**src/pkg/mpi_pkg.sv**
```systemverilog
package mpi_pkg;

	// Clock and counter sizing
	localparam int unsigned CLK_PERIOD_NS = 10;
	localparam int unsigned CW = 24;

	// Line timing in ns as specified
	localparam int unsigned BIT_TX_NS = 100000;
	localparam int unsigned RX_BIT_MIN_NS = 85000;
	localparam int unsigned RX_BIT_MAX_NS = 115000;
	localparam int unsigned RX_SHORT_MIN_NS = RX_BIT_MIN_NS * 45 / 100;
	localparam int unsigned RX_SHORT_MAX_NS = RX_BIT_MAX_NS * 55 / 100;
	localparam int unsigned TX_DLY_MIN_NS = 180000;
	localparam int unsigned TX_DLY_MAX_NS = 330000;
	localparam int unsigned PRG_DLY_MIN_NS = 16000000;
	localparam int unsigned PRG_DLY_MAX_NS = 21000000;
	localparam int unsigned INIT_NS = 1000000;
	localparam int unsigned LOGIN_NS = 20000000;

	// Derived cycle counts; least times round up, longest round down
	localparam int unsigned TX_HALF_CYC_DEF = BIT_TX_NS / 2 / CLK_PERIOD_NS;
	localparam int unsigned RX_SHORT_MIN_DEF = (RX_SHORT_MIN_NS + CLK_PERIOD_NS - 1) / CLK_PERIOD_NS;
	localparam int unsigned RX_SHORT_MAX_DEF = RX_SHORT_MAX_NS / CLK_PERIOD_NS;
	localparam int unsigned RX_LONG_MIN_DEF = (2 * RX_SHORT_MIN_NS + CLK_PERIOD_NS - 1) / CLK_PERIOD_NS;
	localparam int unsigned RX_LONG_MAX_DEF = 2 * RX_SHORT_MAX_NS / CLK_PERIOD_NS;
	localparam int unsigned RESP_CYC_DEF = (BIT_TX_NS / 2 + (TX_DLY_MIN_NS + TX_DLY_MAX_NS) / 2) / CLK_PERIOD_NS;
	localparam int unsigned PRG_CYC_DEF = ((PRG_DLY_MIN_NS + PRG_DLY_MAX_NS) / 2) / CLK_PERIOD_NS;
	localparam int unsigned INIT_CYC_DEF = INIT_NS / CLK_PERIOD_NS;
	localparam int unsigned LOGIN_CYC_DEF = LOGIN_NS / CLK_PERIOD_NS;

	// Frame format
	localparam int unsigned FRAME_BITS = 11;
	localparam logic [1:0] START_BITS_DEF = 2'h3;
	localparam logic MAN_ONE_FALL_DEF = 1'b1;
	localparam logic LINE_IDLE = 1'b1;

	// Commands and answers
	localparam logic [3:0] CMD_READ_HI = 4'h4;
	localparam logic [3:0] CMD_WRITE_HI = 4'h5;
	localparam logic [7:0] CMD_RELOAD = 8'h60;
	localparam logic [7:0] CMD_EXIT = 8'h61;
	localparam logic [7:0] CMD_LOGIN = 8'hD5;
	localparam logic [7:0] RSP_RELOAD = 8'h00;
	localparam logic [7:0] RSP_EXIT = 8'h01;
	localparam logic [7:0] RSP_LOGIN = 8'h05;
	localparam logic [7:0] RSP_ERR_LO = 8'hE1;
	localparam logic [7:0] RSP_ERR_HI = 8'hE2;

	// Non-volatile memory map
	localparam int unsigned NVM_AW = 4;
	localparam logic [3:0] NVM_FREE1 = 4'h1;
	localparam logic [3:0] NVM_OFFSET = 4'h2;
	localparam logic [3:0] NVM_GAIN = 4'h3;
	localparam logic [7:0] NVM_RST = 8'h00;

	// Register map (byte addresses)
	localparam int unsigned WB_AW = 8;
	localparam logic [7:0] REG_CTRL = 8'h00;
	localparam logic [7:0] REG_STATUS = 8'h04;
	localparam logic [7:0] REG_ADJUST = 8'h08;
	localparam logic CTRL_RST = 1'b0;

	// Controller states
	typedef enum logic [7:0] {
		ST_LOAD0 = 8'h01,
		ST_LOAD1 = 8'h02,
		ST_LOAD2 = 8'h04,
		ST_IDLE = 8'h08,
		ST_WDATA = 8'h10,
		ST_PRG = 8'h20,
		ST_RESP = 8'h40,
		ST_TX = 8'h80
	} mpi_state_t;

endpackage

```
**src/core/mpi_link.sv**
```systemverilog
// The Wishbone interface to the registers and the placing of the registers were chosen for this implementation.
`timescale 1ns/1ps
`default_nettype none
// Contract
// - Enabled link uses feedback pin with pull-up, driven low only open-drain.
// - Current output driver goes high-impedance while the link is enabled.
// - Both test enables high enable the link; keep them low otherwise.
// - Pin entry keeps the link active while both pins stay high, no window.
// - Every bit is Manchester coded with a mid-bit transition, both directions.
// - Frame is 2 start bits, 8 data bits, 1 parity bit.
// - The byte goes most significant bit first.
// - Frames with even parity, bad start bits or framing errors are dropped.
// - Commands are 2 or 3 frames and begin with a programmer command byte.
// - Write: receive command and data, program, wait, send read-back byte.
// - Read 0x4Y answers one frame with memory byte at address Y.
// - 0x51..0x53 write free, offset, gain bytes and answer the read-back.
// - 0x60 reloads adjustment registers from memory and answers 0x00.
// - 0x61 answers 0x01 and leaves programming mode.
// - 0xD5 answers 0x05, enters programming mode, line released high.
// - Undefined commands answer 0xE1 or 0xE2 depending on the code.
// - Line is low-dominant open-drain; delays keep drivers from clashing.
// - After power-on, calibration bytes are copied into adjustment registers.
// - Sensor operation is suspended while programming mode is active.
// - Received bit periods from 85 to 115 us are accepted.
// - Answer frame starts 180 to 330 us after the command frame ends.
// - Write read-back starts 16 to 21 ms after the data frame.
module mpi_link
	import mpi_pkg::*;
#(
	parameter logic [1:0] START_BITS = START_BITS_DEF,
	parameter logic MAN_ONE_FALL = MAN_ONE_FALL_DEF,
	parameter int unsigned INIT_CYC = INIT_CYC_DEF,
	parameter int unsigned LOGIN_CYC = LOGIN_CYC_DEF,
	parameter int unsigned TX_HALF_CYC = TX_HALF_CYC_DEF,
	parameter int unsigned RX_SHORT_MIN = RX_SHORT_MIN_DEF,
	parameter int unsigned RX_SHORT_MAX = RX_SHORT_MAX_DEF,
	parameter int unsigned RX_LONG_MIN = RX_LONG_MIN_DEF,
	parameter int unsigned RX_LONG_MAX = RX_LONG_MAX_DEF,
	parameter int unsigned RESP_CYC = RESP_CYC_DEF,
	parameter int unsigned PRG_CYC = PRG_CYC_DEF
) (
	// Clock and reset
	input wire logic clk,
	input wire logic rstn,
	// Wishbone slave
	input wire logic wb_cyc_i,
	input wire logic wb_stb_i,
	input wire logic wb_we_i,
	input wire logic [WB_AW-1:0] wb_adr_i,
	input wire logic [3:0] wb_sel_i,
	input wire logic [31:0] wb_dat_i,
	output logic [31:0] wb_dat_o,
	output logic wb_ack_o,
	// Feedback pin, open drain
	input wire logic feedback_pin_i,
	output logic feedback_pin_o,
	output logic feedback_pin_oe,
	// Test enable pins
	input wire logic test_enable_a,
	input wire logic test_enable_b,
	// Analog side controls
	output logic prog_link_enabled,
	output logic line_pullup_en,
	output logic current_output_hiz,
	output logic analog_suspend,
	output logic [7:0] offset_trim_byte,
	output logic [7:0] gain_trim_byte
);

	localparam logic [CW-1:0] CNT_MAX = '1;
	localparam logic [CW-1:0] INIT_C = CW'(INIT_CYC);
	localparam logic [CW-1:0] POR_END = CW'(INIT_CYC + LOGIN_CYC);
	localparam logic [CW-1:0] HALF_C = CW'(TX_HALF_CYC - 1);
	localparam logic [CW-1:0] SMIN_C = CW'(RX_SHORT_MIN);
	localparam logic [CW-1:0] SMAX_C = CW'(RX_SHORT_MAX);
	localparam logic [CW-1:0] LMIN_C = CW'(RX_LONG_MIN);
	localparam logic [CW-1:0] LMAX_C = CW'(RX_LONG_MAX);
	localparam logic [CW-1:0] RESP_C = CW'(RESP_CYC);
	localparam logic [CW-1:0] PRG_C = CW'(PRG_CYC);
	localparam logic [3:0] NBITS = 4'(FRAME_BITS);

	typedef struct packed {
		logic [2:0] fb_s;
		logic [2:0] ta_s;
		logic [2:0] tb_s;
		logic line;
		logic ta;
		logic tb;
		logic [CW-1:0] por_cnt;
		logic logged_in;
		logic en;
		mpi_state_t st;
		logic reload;
		logic use_nvm;
		logic [7:0] cmd;
		logic [3:0] adr;
		logic [7:0] rsp;
		logic rx_act;
		logic rx_mid;
		logic rx_err;
		logic [CW-1:0] rx_cnt;
		logic [3:0] rx_n;
		logic [10:0] rx_sh;
		logic [CW-1:0] mid_cnt;
		logic [10:0] tx_sh;
		logic [3:0] tx_n;
		logic tx_half;
		logic [CW-1:0] tx_cnt;
		logic drv_low;
		logic nvm_we;
		logic [7:0] nvm_wd;
		logic [7:0] ofs;
		logic [7:0] gain;
		logic ctrl_block;
		logic wb_ack;
		logic [31:0] wb_dat;
	} mpi_link_st_t;

	localparam mpi_link_st_t RST_S = '{
		fb_s: {3{LINE_IDLE}},
		line: LINE_IDLE,
		st: ST_LOAD0,
		ctrl_block: CTRL_RST,
		default: '0
	};

	mpi_link_st_t s_q;
	mpi_link_st_t s_d;
	logic [3:0] nvm_addr;
	logic [7:0] nvm_rd;

	// Whole frame: start bits, byte MSB first, parity making the ones count odd
	function automatic logic [10:0] tx_frame(input logic [7:0] b);
		tx_frame = {START_BITS, b, ~(^{START_BITS, b})};
	endfunction

	// Level of one half bit; a bit equal to the polarity flag falls at mid-bit
	function automatic logic half_level(input logic b, input logic second);
		half_level = (b == MAN_ONE_FALL) ^ second;
	endfunction

	// Error answer chosen by the top bit of the unknown code
	function automatic logic [7:0] err_code(input logic [7:0] c);
		err_code = c[7] ? RSP_ERR_HI : RSP_ERR_LO;
	endfunction

	// Next-state logic for the whole block
	always_comb begin
		logic edge_v;
		logic fall_v;
		logic short_v;
		logic long_v;
		logic take_v;
		logic pin_entry;
		logic window;
		logic link_on;
		logic rx_en;
		logic frm_ok;
		logic [7:0] frm_byte;
		edge_v = 1'b0;
		fall_v = 1'b0;
		short_v = 1'b0;
		long_v = 1'b0;
		take_v = 1'b0;
		frm_ok = 1'b0;
		frm_byte = s_q.rx_sh[8:1];
		s_d = s_q;
		s_d.nvm_we = 1'b0;

		// Pin synchronisers; a change counts once stages two and three agree
		s_d.fb_s = {s_q.fb_s[1:0], feedback_pin_i};
		s_d.ta_s = {s_q.ta_s[1:0], test_enable_a};
		s_d.tb_s = {s_q.tb_s[1:0], test_enable_b};
		edge_v = (s_q.fb_s[1] == s_q.fb_s[2]) && (s_q.fb_s[2] != s_q.line);
		fall_v = edge_v && !s_q.fb_s[2];
		if (edge_v) begin
			s_d.line = s_q.fb_s[2];
		end
		if (s_q.ta_s[1] == s_q.ta_s[2]) begin
			s_d.ta = s_q.ta_s[2];
		end
		if (s_q.tb_s[1] == s_q.tb_s[2]) begin
			s_d.tb = s_q.tb_s[2];
		end

		// Entry paths: pins override any window, log-in window opens after init
		pin_entry = s_q.ta && s_q.tb;
		if (s_q.por_cnt != POR_END) begin
			s_d.por_cnt = s_q.por_cnt + 1'b1;
		end
		window = (s_q.por_cnt >= INIT_C) && (s_q.por_cnt < POR_END);
		link_on = pin_entry || s_q.logged_in || (window && !s_q.ctrl_block);
		s_d.en = link_on;
		if (s_q.mid_cnt != CNT_MAX) begin
			s_d.mid_cnt = s_q.mid_cnt + 1'b1;
		end

		// Receiver: classify edge spacing as half or whole bit, sample at mid-bit
		rx_en = link_on && (s_q.st == ST_IDLE || s_q.st == ST_WDATA);
		if (!rx_en) begin
			s_d.rx_act = 1'b0;
		end else if (!s_q.rx_act) begin
			if (fall_v) begin
				s_d.rx_act = 1'b1;
				s_d.rx_err = 1'b0;
				s_d.rx_cnt = '0;
				s_d.rx_sh = '0;
				s_d.rx_n = '0;
				s_d.rx_mid = (START_BITS[1] == MAN_ONE_FALL);
				if (START_BITS[1] == MAN_ONE_FALL) begin
					s_d.rx_sh = {10'h000, START_BITS[1]};
					s_d.rx_n = 4'h1;
					s_d.mid_cnt = '0;
				end
			end
		end else begin
			if (s_q.rx_cnt != CNT_MAX) begin
				s_d.rx_cnt = s_q.rx_cnt + 1'b1;
			end
			if (edge_v) begin
				s_d.rx_cnt = '0;
				short_v = (s_q.rx_cnt >= SMIN_C) && (s_q.rx_cnt <= SMAX_C);
				long_v = (s_q.rx_cnt >= LMIN_C) && (s_q.rx_cnt <= LMAX_C);
				if (s_q.rx_mid) begin
					if (short_v) begin
						s_d.rx_mid = 1'b0;
					end else if (long_v) begin
						take_v = 1'b1;
					end else begin
						s_d.rx_err = 1'b1;
					end
				end else if (short_v) begin
					s_d.rx_mid = 1'b1;
					take_v = 1'b1;
				end else begin
					s_d.rx_err = 1'b1;
				end
				if (take_v) begin
					if (s_q.rx_n == NBITS) begin
						s_d.rx_err = 1'b1;
					end else begin
						s_d.rx_sh = {s_q.rx_sh[9:0], fall_v ? MAN_ONE_FALL : !MAN_ONE_FALL};
						s_d.rx_n = s_q.rx_n + 1'b1;
						s_d.mid_cnt = '0;
					end
				end
			end else if (s_q.rx_cnt >= LMAX_C) begin
				// Silence ends the frame; only a clean one is passed on
				s_d.rx_act = 1'b0;
				frm_ok = !s_q.rx_err && (s_q.rx_n == NBITS) && (s_q.rx_sh[10:9] == START_BITS) &&
					(^s_q.rx_sh) && s_q.line;
			end
		end

		// Command sequencer
		case (s_q.st)
			ST_LOAD0: begin
				s_d.st = ST_LOAD1;
			end
			ST_LOAD1: begin
				s_d.ofs = nvm_rd;
				s_d.st = ST_LOAD2;
			end
			ST_LOAD2: begin
				s_d.gain = nvm_rd;
				if (s_q.reload) begin
					s_d.reload = 1'b0;
					s_d.use_nvm = 1'b0;
					s_d.rsp = RSP_RELOAD;
					s_d.st = ST_RESP;
				end else begin
					s_d.st = ST_IDLE;
				end
			end
			ST_IDLE: begin
				// Only log-in is heard while the window alone keeps the link on
				if (frm_ok && (pin_entry || s_q.logged_in || frm_byte == CMD_LOGIN)) begin
					s_d.cmd = frm_byte;
					s_d.adr = frm_byte[3:0];
					s_d.use_nvm = 1'b0;
					s_d.st = ST_RESP;
					if (frm_byte[7:4] == CMD_READ_HI) begin
						s_d.use_nvm = 1'b1;
					end else if (frm_byte[7:4] == CMD_WRITE_HI && frm_byte[3:0] >= NVM_FREE1 &&
						frm_byte[3:0] <= NVM_GAIN) begin
						s_d.st = ST_WDATA;
					end else if (frm_byte == CMD_RELOAD) begin
						s_d.reload = 1'b1;
						s_d.st = ST_LOAD0;
					end else if (frm_byte == CMD_EXIT) begin
						s_d.rsp = RSP_EXIT;
					end else if (frm_byte == CMD_LOGIN) begin
						s_d.rsp = RSP_LOGIN;
					end else begin
						s_d.rsp = err_code(frm_byte);
					end
				end
			end
			ST_WDATA: begin
				if (frm_ok) begin
					s_d.nvm_we = 1'b1;
					s_d.nvm_wd = frm_byte;
					s_d.st = ST_PRG;
				end
			end
			ST_PRG: begin
				// Read-back waits out the programming time, counted from the last mid-bit
				if (s_q.mid_cnt >= PRG_C) begin
					s_d.tx_sh = tx_frame(nvm_rd);
					s_d.st = ST_TX;
				end
			end
			ST_RESP: begin
				if (s_q.mid_cnt >= RESP_C) begin
					s_d.tx_sh = tx_frame(s_q.use_nvm ? nvm_rd : s_q.rsp);
					s_d.st = ST_TX;
				end
			end
			ST_TX: begin
				if (s_q.tx_cnt == HALF_C) begin
					s_d.tx_cnt = '0;
					s_d.tx_half = !s_q.tx_half;
					if (s_q.tx_half) begin
						s_d.tx_sh = {s_q.tx_sh[9:0], 1'b0};
						s_d.tx_n = s_q.tx_n + 1'b1;
						if (s_q.tx_n == NBITS - 1'b1) begin
							s_d.st = ST_IDLE;
							if (s_q.cmd == CMD_EXIT) begin
								s_d.logged_in = 1'b0;
							end
							if (s_q.cmd == CMD_LOGIN) begin
								s_d.logged_in = 1'b1;
							end
						end
					end
				end else begin
					s_d.tx_cnt = s_q.tx_cnt + 1'b1;
				end
			end
			default: begin
				s_d.st = ST_IDLE;
			end
		endcase
		if (s_d.st != ST_TX) begin
			s_d.tx_cnt = '0;
			s_d.tx_n = '0;
			s_d.tx_half = 1'b0;
		end

		// Dropping the link abandons any pending command, except that a running load sequence finishes first
		if (!link_on && !(s_q.st inside {ST_LOAD0, ST_LOAD1, ST_LOAD2})) begin
			s_d.st = ST_IDLE;
			s_d.reload = 1'b0;
		end
		s_d.drv_low = (s_d.st == ST_TX) && !half_level(s_d.tx_sh[10], s_d.tx_half);

		// Wishbone slave: one wait state, unmapped reads give zero
		s_d.wb_ack = wb_cyc_i && wb_stb_i && !s_q.wb_ack;
		if (s_d.wb_ack) begin
			s_d.wb_dat = '0;
			if (wb_we_i) begin
				if (wb_adr_i == REG_CTRL && wb_sel_i[0]) begin
					s_d.ctrl_block = wb_dat_i[0];
				end
			end else begin
				case (wb_adr_i)
					REG_CTRL: s_d.wb_dat = {31'h0000_0000, s_q.ctrl_block};
					REG_STATUS: s_d.wb_dat = {16'h0000, s_q.cmd, 3'h0, s_q.st != ST_IDLE, window,
						pin_entry, s_q.logged_in, s_q.en};
					REG_ADJUST: s_d.wb_dat = {16'h0000, s_q.gain, s_q.ofs};
					default: s_d.wb_dat = '0;
				endcase
			end
		end
	end

	// State register
	always_ff @(posedge clk or negedge rstn) begin
		if (!rstn) begin
			s_q <= RST_S;
		end else begin
			s_q <= s_d;
		end
	end

	// Address steered by the load sequence, otherwise by the command
	assign nvm_addr = (s_q.st == ST_LOAD0) ? NVM_OFFSET : (s_q.st == ST_LOAD1) ? NVM_GAIN : s_q.adr;

	mpi_nvm #(
		.AW(NVM_AW),
		.DW(8)
	) u_nvm (
		.clk(clk),
		.rstn(rstn),
		.we(s_q.nvm_we),
		.addr(nvm_addr),
		.wdata(s_q.nvm_wd),
		.rdata(nvm_rd)
	);

	// Pin side never drives high; the pull-up makes the recessive level
	assign feedback_pin_o = 1'b0;
	assign feedback_pin_oe = s_q.drv_low;
	assign prog_link_enabled = s_q.en;
	assign line_pullup_en = s_q.en;
	assign current_output_hiz = s_q.en;
	assign analog_suspend = s_q.en;
	assign offset_trim_byte = s_q.ofs;
	assign gain_trim_byte = s_q.gain;
	assign wb_ack_o = s_q.wb_ack;
	assign wb_dat_o = s_q.wb_dat;

endmodule
`default_nettype wire

```
**src/core/mpi_nvm.sv**
```systemverilog
`timescale 1ns/1ps
`default_nettype none
module mpi_nvm
	import mpi_pkg::*;
#(
	parameter int unsigned AW = NVM_AW,
	parameter int unsigned DW = 8
) (
	// Clock and reset
	input wire logic clk,
	input wire logic rstn,
	// Access port
	input wire logic we,
	input wire logic [AW-1:0] addr,
	input wire logic [DW-1:0] wdata,
	output logic [DW-1:0] rdata
);

	typedef struct packed {
		logic [2**AW-1:0][DW-1:0] mem;
		logic [DW-1:0] rd;
	} mpi_nvm_st_t;

	mpi_nvm_st_t s_q;
	mpi_nvm_st_t s_d;

	// Read returns the stored word one cycle later, so a write shows up two cycles on
	always_comb begin
		s_d = s_q;
		s_d.rd = s_q.mem[addr];
		if (we) begin
			s_d.mem[addr] = wdata;
		end
	end

	// Cell array; the reset image stands in for cells that keep their charge
	always_ff @(posedge clk or negedge rstn) begin
		if (!rstn) begin
			s_q <= '{mem: {(2**AW){NVM_RST}}, rd: NVM_RST};
		end else begin
			s_q <= s_d;
		end
	end

	assign rdata = s_q.rd;

endmodule
`default_nettype wire

```
**config.mk**
```make
export PLATFORM = sky130hd
export DESIGN_NAME = mpi_link
export DESIGN_NICKNAME = d
export VERILOG_FILES = /design/src/pkg/mpi_pkg.sv /design/src/core/mpi_link.sv /design/src/core/mpi_nvm.sv
export SDC_FILE = /design/constraint.sdc
export NUM_CORES = 1
export LEC_CHECK = 0
export BUFFER_PORTS_ARGS = -buffer_cell sky130_fd_sc_hd__buf_2
export CAP_MARGIN = 0
export CORE_MARGIN = 1
export CORE_UTILIZATION = 38
export CTS_BUF_LIST = sky130_fd_sc_hd__clkbuf_4 sky130_fd_sc_hd__clkbuf_8
export CTS_CLUSTER_DIAMETER = 80
export DETAILED_ROUTE_END_ITERATION = 8
export PLACE_DENSITY = 0.63
export RECOVER_POWER = 25
export SYNTH_ARGS = -nofsm -noshare
export SYNTH_HDL_FRONTEND = slang
export SYNTH_SLANG_ARGS = --single-unit
```
**constraint.sdc**
```tcl
create_clock -name clk -period 3.8 [get_ports clk]
set_input_delay 1.14 -clock clk [delete_from_list [all_inputs] [get_ports clk]]
set_output_delay 1.14 -clock clk [all_outputs]
set_load 0.01 [all_outputs]
```
==> summary.md, run 1 <==
| Metric | Value |
|---|---|
| Startpoint type of the worst setup path | flop |
| DRC errors left | 0 |
| Placed Area | roughly 0.018 mm^2 |
| Final period utilization | 83.7% |
| Vias | 12050 |
| Post-synthesis register bit count | 346 |
| Endpoints failing setup | 0 |
| Post-synth cell types | 70 |
| Slew @ Worst Pin | 1.76 ns |
| Die area | approximately 0.045 mm^2 |
| Post-synth ARST share | between 90% and 100% |
| Slew Viols, Final | 65 |
| Post-route ant nets | 0 |
| Routed len/inst | between 15 and 20 um |
| Detail Placement HPWL | about 25000 um |
| CTS buffer count | 57 |
| Core area | 0.0436 mm^2 |
| Post-route setup TNS | 0 ns |
| Worst vdd ir | roughly 0.25 mV |
| Gr usage total | 17.2% |
| Synth area leader | dfrtp_1 |
| PwrDens | between 400 and 500 mW/mm^2 |
| Overflow after GRT | 0 |
| Seq/Total Area, Yosys | between 50% and 60% |
| 1st-pass router iterations | 5 |
| Clk Latency, worst-skew pair | 0.65 ns |
| CTS root buffer | clkbuf_8 |
| Outcome | complete, but fails checks |
| Worst-path fanout max | 30 |
| Hold Violations, Final | 0 |
| First-pass GRT wire length | about 63000 um |
| DIE WIDTH | between 200 and 250 um |
| Top cells by area, synth | dfrtp_1 50%, mux2_2 11%, xnor2_1 3.4% |
| Routed WL | around 38000 um |
| Max clock buf depth | 3 |
| Vias in the first global route | about 12000 |
| Critical path data arrival time | around 3.7 ns |
| Final hold slack | around 0.36 ns |
| # port buffers | 55 |
| First DRT Iteration DRCs | approximately 860 |
| Data required time of the worst path | approximately 4.3 ns |
| CTS Sinks | around 350 |
| Final GP Congestion | 0.865 |
| Worst-path clk slew | 0.06 ns |
| Die height | 213 um |
| HP Class | reg -> reg |
| Ys flop type | dfrtp_1 |
| Starting Density | approximately 40% |
| Max-slew headroom | -17.5% |
| Design Area, Final | roughly 0.019 mm^2 |
| Unrepaired setup endpoints after global routing | no |
| Htree depth | 2 |
| Vias per std cell | between 5 and 6 |
| Area growth, synth to finish | 11.3% |
| Top cell type's share of synthesized area | 50.4% |
| Post-synth EDFFs | 0 |
| Post-Syn Instances | ~1600 |
| Leak pwr | a little under 9 nW |
| Failing checks | capacitance limit, slew limit |
| Max Fclk | between 0.3 and 0.4 GHz |
| TritonCTS clock tree | yes |
| Nets | 1683 |
| Initial antenna violation count | 0 |
| Inserted Diodes | 0 |
| Synthesis Warnings | 0 |
| Largest net degree at the start of global routing | 87 |
| Setup crit end kind | flop |
| Core Rows | 76 |
| Max Cap Violations | 1 |
| Commonest non-fill, non-tap cell in the layout | dfrtp_1 |
| Worst-case clock skew | about 0.062 ns |
| Synthesized area | approximately 0.017 mm^2 |
| IO Count | around 110 |
| Fin crit period | 3.18 ns |
| Most frequent cells in the layout | 341 x dfrtp_1, 172 x mux2_2, 140 x nor2_1 |
| Synthesized area per cell | about 11 um^2 |
| Post-CTS Resized | 0 |
| # hold bufs at CTS | 0 |
| CP Class | reg -> reg |
| Setup bufs post-CTS | 0 |
| Layout cell share with drive strength beyond 1 | a little under a quarter |
## where the power goes
part / total, mW / internal, mW / switching [mW] / leakage [nW]
Combinational: 0.322 / 0.115 / 0.207 / 3.21
Sequential: 3.84 / 3.75 / 0.0872 / 4.76
Clock: 3.56 / 2.00 / 1.56 / 0.682
## cell families (layout without fill, tap and decap cells)
kind of cell	Yosys count	count (layout)	share of synthesized area [%]
and+or+nand+nor	538	538	15.9
buffers and inverters	167	230	4.95
other	1	17	0.0221
DFF	346	346	51.2
muxes	182	182	12.0
adders and majority gates	15	15	1.06
xor gates and xnor gates	101	101	5.31
AOI/OAI and AO/OA	236	236	9.56
## cell usage after synthesis, types with 6 or more instances
library cell / instances
ha_1: 12
nor2b_1: 10
or4_1: 16
nor4_1: 18
or3_1: 12
nand2b_1: 9
nand4_1: 29
and3_1: 19
a211oi_1: 6
or2_2: 6
nor4b_1: 7
o211ai_1: 7
a31oi_1: 9
xnor2_1: 65
a221o_1: 6
nor3b_1: 9
a21oi_1: 51
a22oi_1: 14
inv_1: 45
and4_1: 6
nor3_1: 42
nand3_1: 58
o31ai_1: 9
mux2_2: 172
clkbuf_1: 58
mux2i_1: 10
xor2_1: 35
buf_4: 53
buf_2: 10
a21o_1: 10
a222oi_1: 28
nor2_1: 141
nand2_1: 129
dfrtp_1: 341
and2_1: 11
o21ai_0: 55
## critical path, cell delays in order, from the launching register on
cell      delay [ns]
dfrtp_1         0.46
nor3_1          0.47
nand3_1         0.37
inv_1           0.30
nor3_2          0.06
buf_4           0.27
a222oi_1        0.37
a21oi_1         0.11
or4_1           0.61
## stage by stage
| step | util [%] | total power, mW | std cells | setup WS [ns] |
|---|---|---|---|---|
| global placement | 40.4 | 4.23 | 2145 | 0.705 |
| detailed placement | 40.4 | 4.24 | 2145 | 0.663 |
| finish | 43.3 | 7.72 | 2250 | 0.619 |
| CTS | 43.3 | 7.84 | 2250 | 0.700 |
| global route | 43.3 | 8.06 | 2250 | 0.446 |
| floorplan | - | 4.09 | 1602 | 1.05 |
## metal layers
metal | vias up | part of all wire (%) | track usage, %
met5 | - | 0 | 0
met4 | 0 | 2.4 | 5.78
met3 | 66 | 4.3 | 2.96
met2 | 255 | 47 | 27.5
met1 | 6051 | 47 | 23.5
li1 | 5678 | - | -
## state kept, by name, summed over array words and instances (netlist names)
| name | flops |
|---|---|
| analog_suspend | 1 |
| feedback_pin_oe | 1 |
| gain_trim_byte | 8 |
| offset_trim_byte | 8 |
| s_d | 6 |
| s_q | 169 |
| u_nvm.rdata | 8 |
| u_nvm.s_q | 128 |
| wb_ack_o | 1 |
| wb_dat_o | 16 |
## layout make-up
class / instances / area, um^2
tap: 585 / 732
clock inverter: 11 / 90.1
fill: 4142 / 24700
timing repair buffer: 80 / 477
sequential: 346 / 8660
multi-input combinational: 1089 / 7520
clock buffer: 94 / 1190
inverter: 45 / 169
## worst paths after layout
path | from | end | slack, ns | cells past startpoint
max | s_q[193]$_DFF_PN0_ | u_nvm.rdata[0]$_DFF_PN0_ | 0.62 | 8
min | s_d[232]$_DFF_PN1_ | s_d[233]$_DFF_PN1_ | 0.36 | 0
max reg2reg | s_q[193]$_DFF_PN0_ | u_nvm.rdata[0]$_DFF_PN0_ | 0.62 | 8
min reg2reg | s_d[232]$_DFF_PN1_ | s_d[233]$_DFF_PN1_ | 0.36 | 0
max in group asynchronous | rstn | offset_trim_byte[7]$_DFFE_PN0P_ | 0.93 | 2
min in group asynchronous | rstn | s_q[102]$_DFF_PN0_ | 0.95 | 1
No activity file was read; power rests on OpenSTA's default activity.
==> run 2: changes to the inputs <==
ABC_AREA = 1   (was unset)
clock period = 3.3 ns   (was 3.8 ns; I/O delays follow)
==> summary.md, run 2 <==
| Metric | Value |
|---|---|
| Sequential Power Share | 48.9% (was 49.7%) |
| Data required time of the worst path | 3.87 ns (was 4.29 ns) |
| Htree depth | 2 (unchanged) |
| Max reg flops | 169 (unchanged) |
| First-pass GRT wire length | 74700 um (was 63200 um) |
| Most frequent cell after synthesis | nand2_1 (was dfrtp_1) |
| 1st-pass router iterations | 7 (was 5) |
| Sw frac | 24.5% (was 24.0%) |
| Post-route ant nets | 0 (unchanged) |
| # hold bufs at CTS | 0 (unchanged) |
| Initial antenna violation count | 0 (unchanged) |
| Setup Slack @ Placement | 0.575 ns (was 0.663 ns) |
| CTS root buffer | clkbuf_8 (unchanged) |
| Pwr Total | 9.00 mW (was 7.72 mW) |
| Clk Latency, worst-skew pair | 0.68 ns (was 0.65 ns) |
| Endpoints failing setup | 0 (unchanged) |
| Max-slew headroom | -26.3% (was -17.5%) |
| Routed len/inst | 15.3 um (was 16.9 um) |
| Worst vdd ir | 0.298 mV (was 0.246 mV) |
| Most frequent cells in the layout | 624 x nand2_1, 341 x dfrtp_1, 241 x inv_1 (was 341 x dfrtp_1, 172 x mux2_2, 140 x nor2_1) |
| Critical Path, Cell by Cell | nor2_2, nand2_2, inv_4, nand4_4, nand2_4, nor2_1, inv_2, nand2_2, inv_2, buf_4, nand2_1, nand4_1, nand2_1, nand4_1 (was nor3_1, nand3_1, inv_1, nor3_2, buf_4, a222oi_1, a21oi_1, or4_1) |
| Worst-path clk slew | 0.06 ns (about the same) |
| Gr usage total | 19.2% (was 17.2%) |
| Synthesis Warnings | 0 (unchanged) |
| Post-route setup TNS | 0 ns (unchanged) |
| Seq/Total Area, Yosys | 48.0% (was 51.2%) |
| Failing checks | DRC, capacitance limit, slew limit (was capacitance limit, slew limit) |
| Reg with most FFs | s_q (unchanged) |
| IO Count | 107 (unchanged) |
| Synth area leader | dfrtp_1 (unchanged) |
| Post-synthesis register bit count | 346 (unchanged) |
| Inserted Diodes | 0 (unchanged) |
| Post-synth ARST share | 100% (unchanged) |
| TritonCTS clock tree | yes (unchanged) |
| Critical path data arrival time | 3.29 ns (was 3.67 ns) |
| Switch Pwr | 2.20 mW (was 1.85 mW) |
| Detail Placement HPWL | 32100 um (was 25200 um) |
| HP Class | reg -> reg (unchanged) |
| Starting Density | 38.6% (was 38.9%) |
| Setup ws final | 0.577 ns (was 0.619 ns) |
| Startpoint type of the worst setup path | flop (unchanged) |
| Fin util | 42.7% (was 43.3%) |
| Max Fclk | 0.367 GHz (was 0.314 GHz) |
| Max clock buf depth | 3 (unchanged) |
| Core Rows | 79 (was 76) |
| Vias in the first global route | 14736 (was 12108) |
| Hold Violations, Final | 0 (unchanged) |
| Worst-path fanout max | 18 (was 30) |
| Leak pwr | 9.24 nW (was 8.65 nW) |
| Slew Viols, Final | 70 (was 65) |
| Combinational share of power | 5.1% (was 4.2%) |
| CP max stage delay | 0.42 ns (was 0.61 ns) |
| Die height | 220 um (was 213 um) |
| Final GP Congestion | 0.875 (was 0.865) |
| DRC errors left | 12 (was 0) |
| Slowest stage cell, crit path | dfrtp_1 (was or4_1) |
| Post-synth top cells | 624 x nand2_1, 341 x dfrtp_1, 241 x inv_1 (was 341 x dfrtp_1, 172 x mux2_2, 141 x nor2_1) |
| Fin crit period | 2.72 ns (was 3.18 ns) |
| Post-synth cell types | 59 (was 70) |
| Ys flop type | dfrtp_1 (unchanged) |
| Layout cell share with drive strength beyond 1 | 11.0% (was 22.9%) |
| Worst-case clock skew | 0.0347 ns (was 0.0621 ns) |
| Largest net degree at the start of global routing | 72 (was 87) |
| Final period utilization | 82.5% (was 83.7%) |
| Synthesized area | 0.0181 mm^2 (was 0.0169 mm^2) |
| Vias | 15177 (was 12050) |
| DIE WIDTH | 220 um (was 213 um) |
| Synthesized area per cell | 7.96 um^2 (was 10.7 um^2) |
| Clock network power share | 46.0% (was 46.1%) |
| Setup crit end kind | flop (unchanged) |
| Top cell type's share of synthesized area | 47.2% (was 50.4%) |
| Commonest non-fill, non-tap cell in the layout | nand2_1 (was dfrtp_1) |
| Max Cap Violations | 1 (unchanged) |
| Die area | 0.0484 mm^2 (was 0.0454 mm^2) |
| Overflow after GRT | 0 (unchanged) |
| Core area | 0.0468 mm^2 (was 0.0436 mm^2) |
| Pint | 6.79 mW (was 5.87 mW) |
| Post-synth EDFFs | 0 (unchanged) |
| Post-Syn Instances | 2269 (was 1586) |
| Unrepaired setup endpoints after global routing | no (unchanged) |
| CTS buffer count | 58 (was 57) |
| # port buffers | 55 (unchanged) |
| Setup bufs post-CTS | 0 (unchanged) |
| Post-CTS Resized | 0 (unchanged) |
| Area growth, synth to finish | 10.4% (was 11.3%) |
| Top cells by area, synth | dfrtp_1 47%, nand2_1 13%, inv_1 5.0% (was dfrtp_1 50%, mux2_2 11%, xnor2_1 3.4%) |
| Nets | 2373 (was 1683) |
| Slew @ Worst Pin | 1.89 ns (was 1.76 ns) |
| CP Class | reg -> reg (unchanged) |
| PwrDens | 451 mW/mm^2 (was 410 mW/mm^2) |
| Vias per std cell | 5.12 (was 5.36) |
| First DRT Iteration DRCs | 1182 (was 862) |
| Outcome | complete, but fails checks (unchanged) |
| Routed WL | 45400 um (was 38100 um) |
| CTS Sinks | 346 (unchanged) |
-- run 2: cell types whose count changed in the layout (fill, tap and decap cells not counted), sizes merged, moves of 28 or more --
cell    delta
nand4     +79
mux2     -172
inv      +210
xnor2     -49
o21ai    +171
nand3     +54
nand2    +521
nor2      +39
a222oi    -28
-- run 2: path summary, 6_finish.rpt --
check	startpoint	slack, ns	cells after the start	endpoint
max in group asynchronous	rstn	0.73	2	u_nvm.s_q[38]$_DFFE_PN0P_
hold / removal	s_d[229]$_DFF_PN0_	0.35	0	s_d[230]$_DFF_PN0_
setup reg to reg	s_q[192]$_DFF_PN0_	0.58	14	u_nvm.rdata[2]$_DFF_PN0_
setup / recovery	s_q[192]$_DFF_PN0_	0.58	14	u_nvm.rdata[2]$_DFF_PN0_
min in group asynchronous	rstn	0.84	1	s_q[221]$_DFFE_PN0N_
hold reg to reg	s_d[229]$_DFF_PN0_	0.35	0	s_d[230]$_DFF_PN0_
-- run 2: logic make-up (layout without fill, tap and decap cells) --
logic type	after synthesis	after routing	synth area share [%]
xor+xnor	73	73	3.54
buf+inv	374	444	9.42
fa+ha+maj	14	14	0.942
flops	346	346	48.0
other cells	1	17	0.0208
compound gates	323	323	10.0
simple gates	1138	1138	28.1
-- run 2: worst max-delay path: cells and delay by family, from the launching register on --
family | cells | cell delay [ns]
and+or+nand+nor | 10 | 1.44
buffers and inverters | 4 | 0.76
DFF | 1 | 0.42
-- run 2: power groups by stage --
stage	registers [mW]	logic [mW]	clock network, mW
2_1_floorplan	4.46	0.307	0
3_3_place_gp	4.47	0.466	0
3_5_place_dp	4.47	0.471	0
4_1_cts	4.40	0.474	4.26
5_1_grt	4.41	0.546	4.44
6_report	4.40	0.462	4.14
-- run 2: metal layers --
layer,global-route usage (%),up-vias,wire length [um]
met4,7.08,0,1130
met1,26.0,7246,21400
met3,2.86,79,2350
met5,0,-,0
met2,30.9,398,20500
li1,-,7454,-
-- run 2: layout make-up --
class,count,area [um^2]
Sequential cell,346,8660
Timing Repair Buffer,79,487
Inverter,259,985
Fill cell,4664,26800
Clock inverter,15,125
Tap cell,607,759
Multi-Input combinational cell,1565,7760
Clock buffer,91,1160
-- run 2: stage by stage --
stage                     hold slack (ns)  std cells  instance area [um^2]
final                               0.347       2962                 19900
after global routing                0.361       2962                 19900
after CTS                           0.278       2962                 20000
after detailed placement            0.336       2856                 18700
after global placement              0.332       2856                 18700
after floorplan                     0.331       2285                 18100
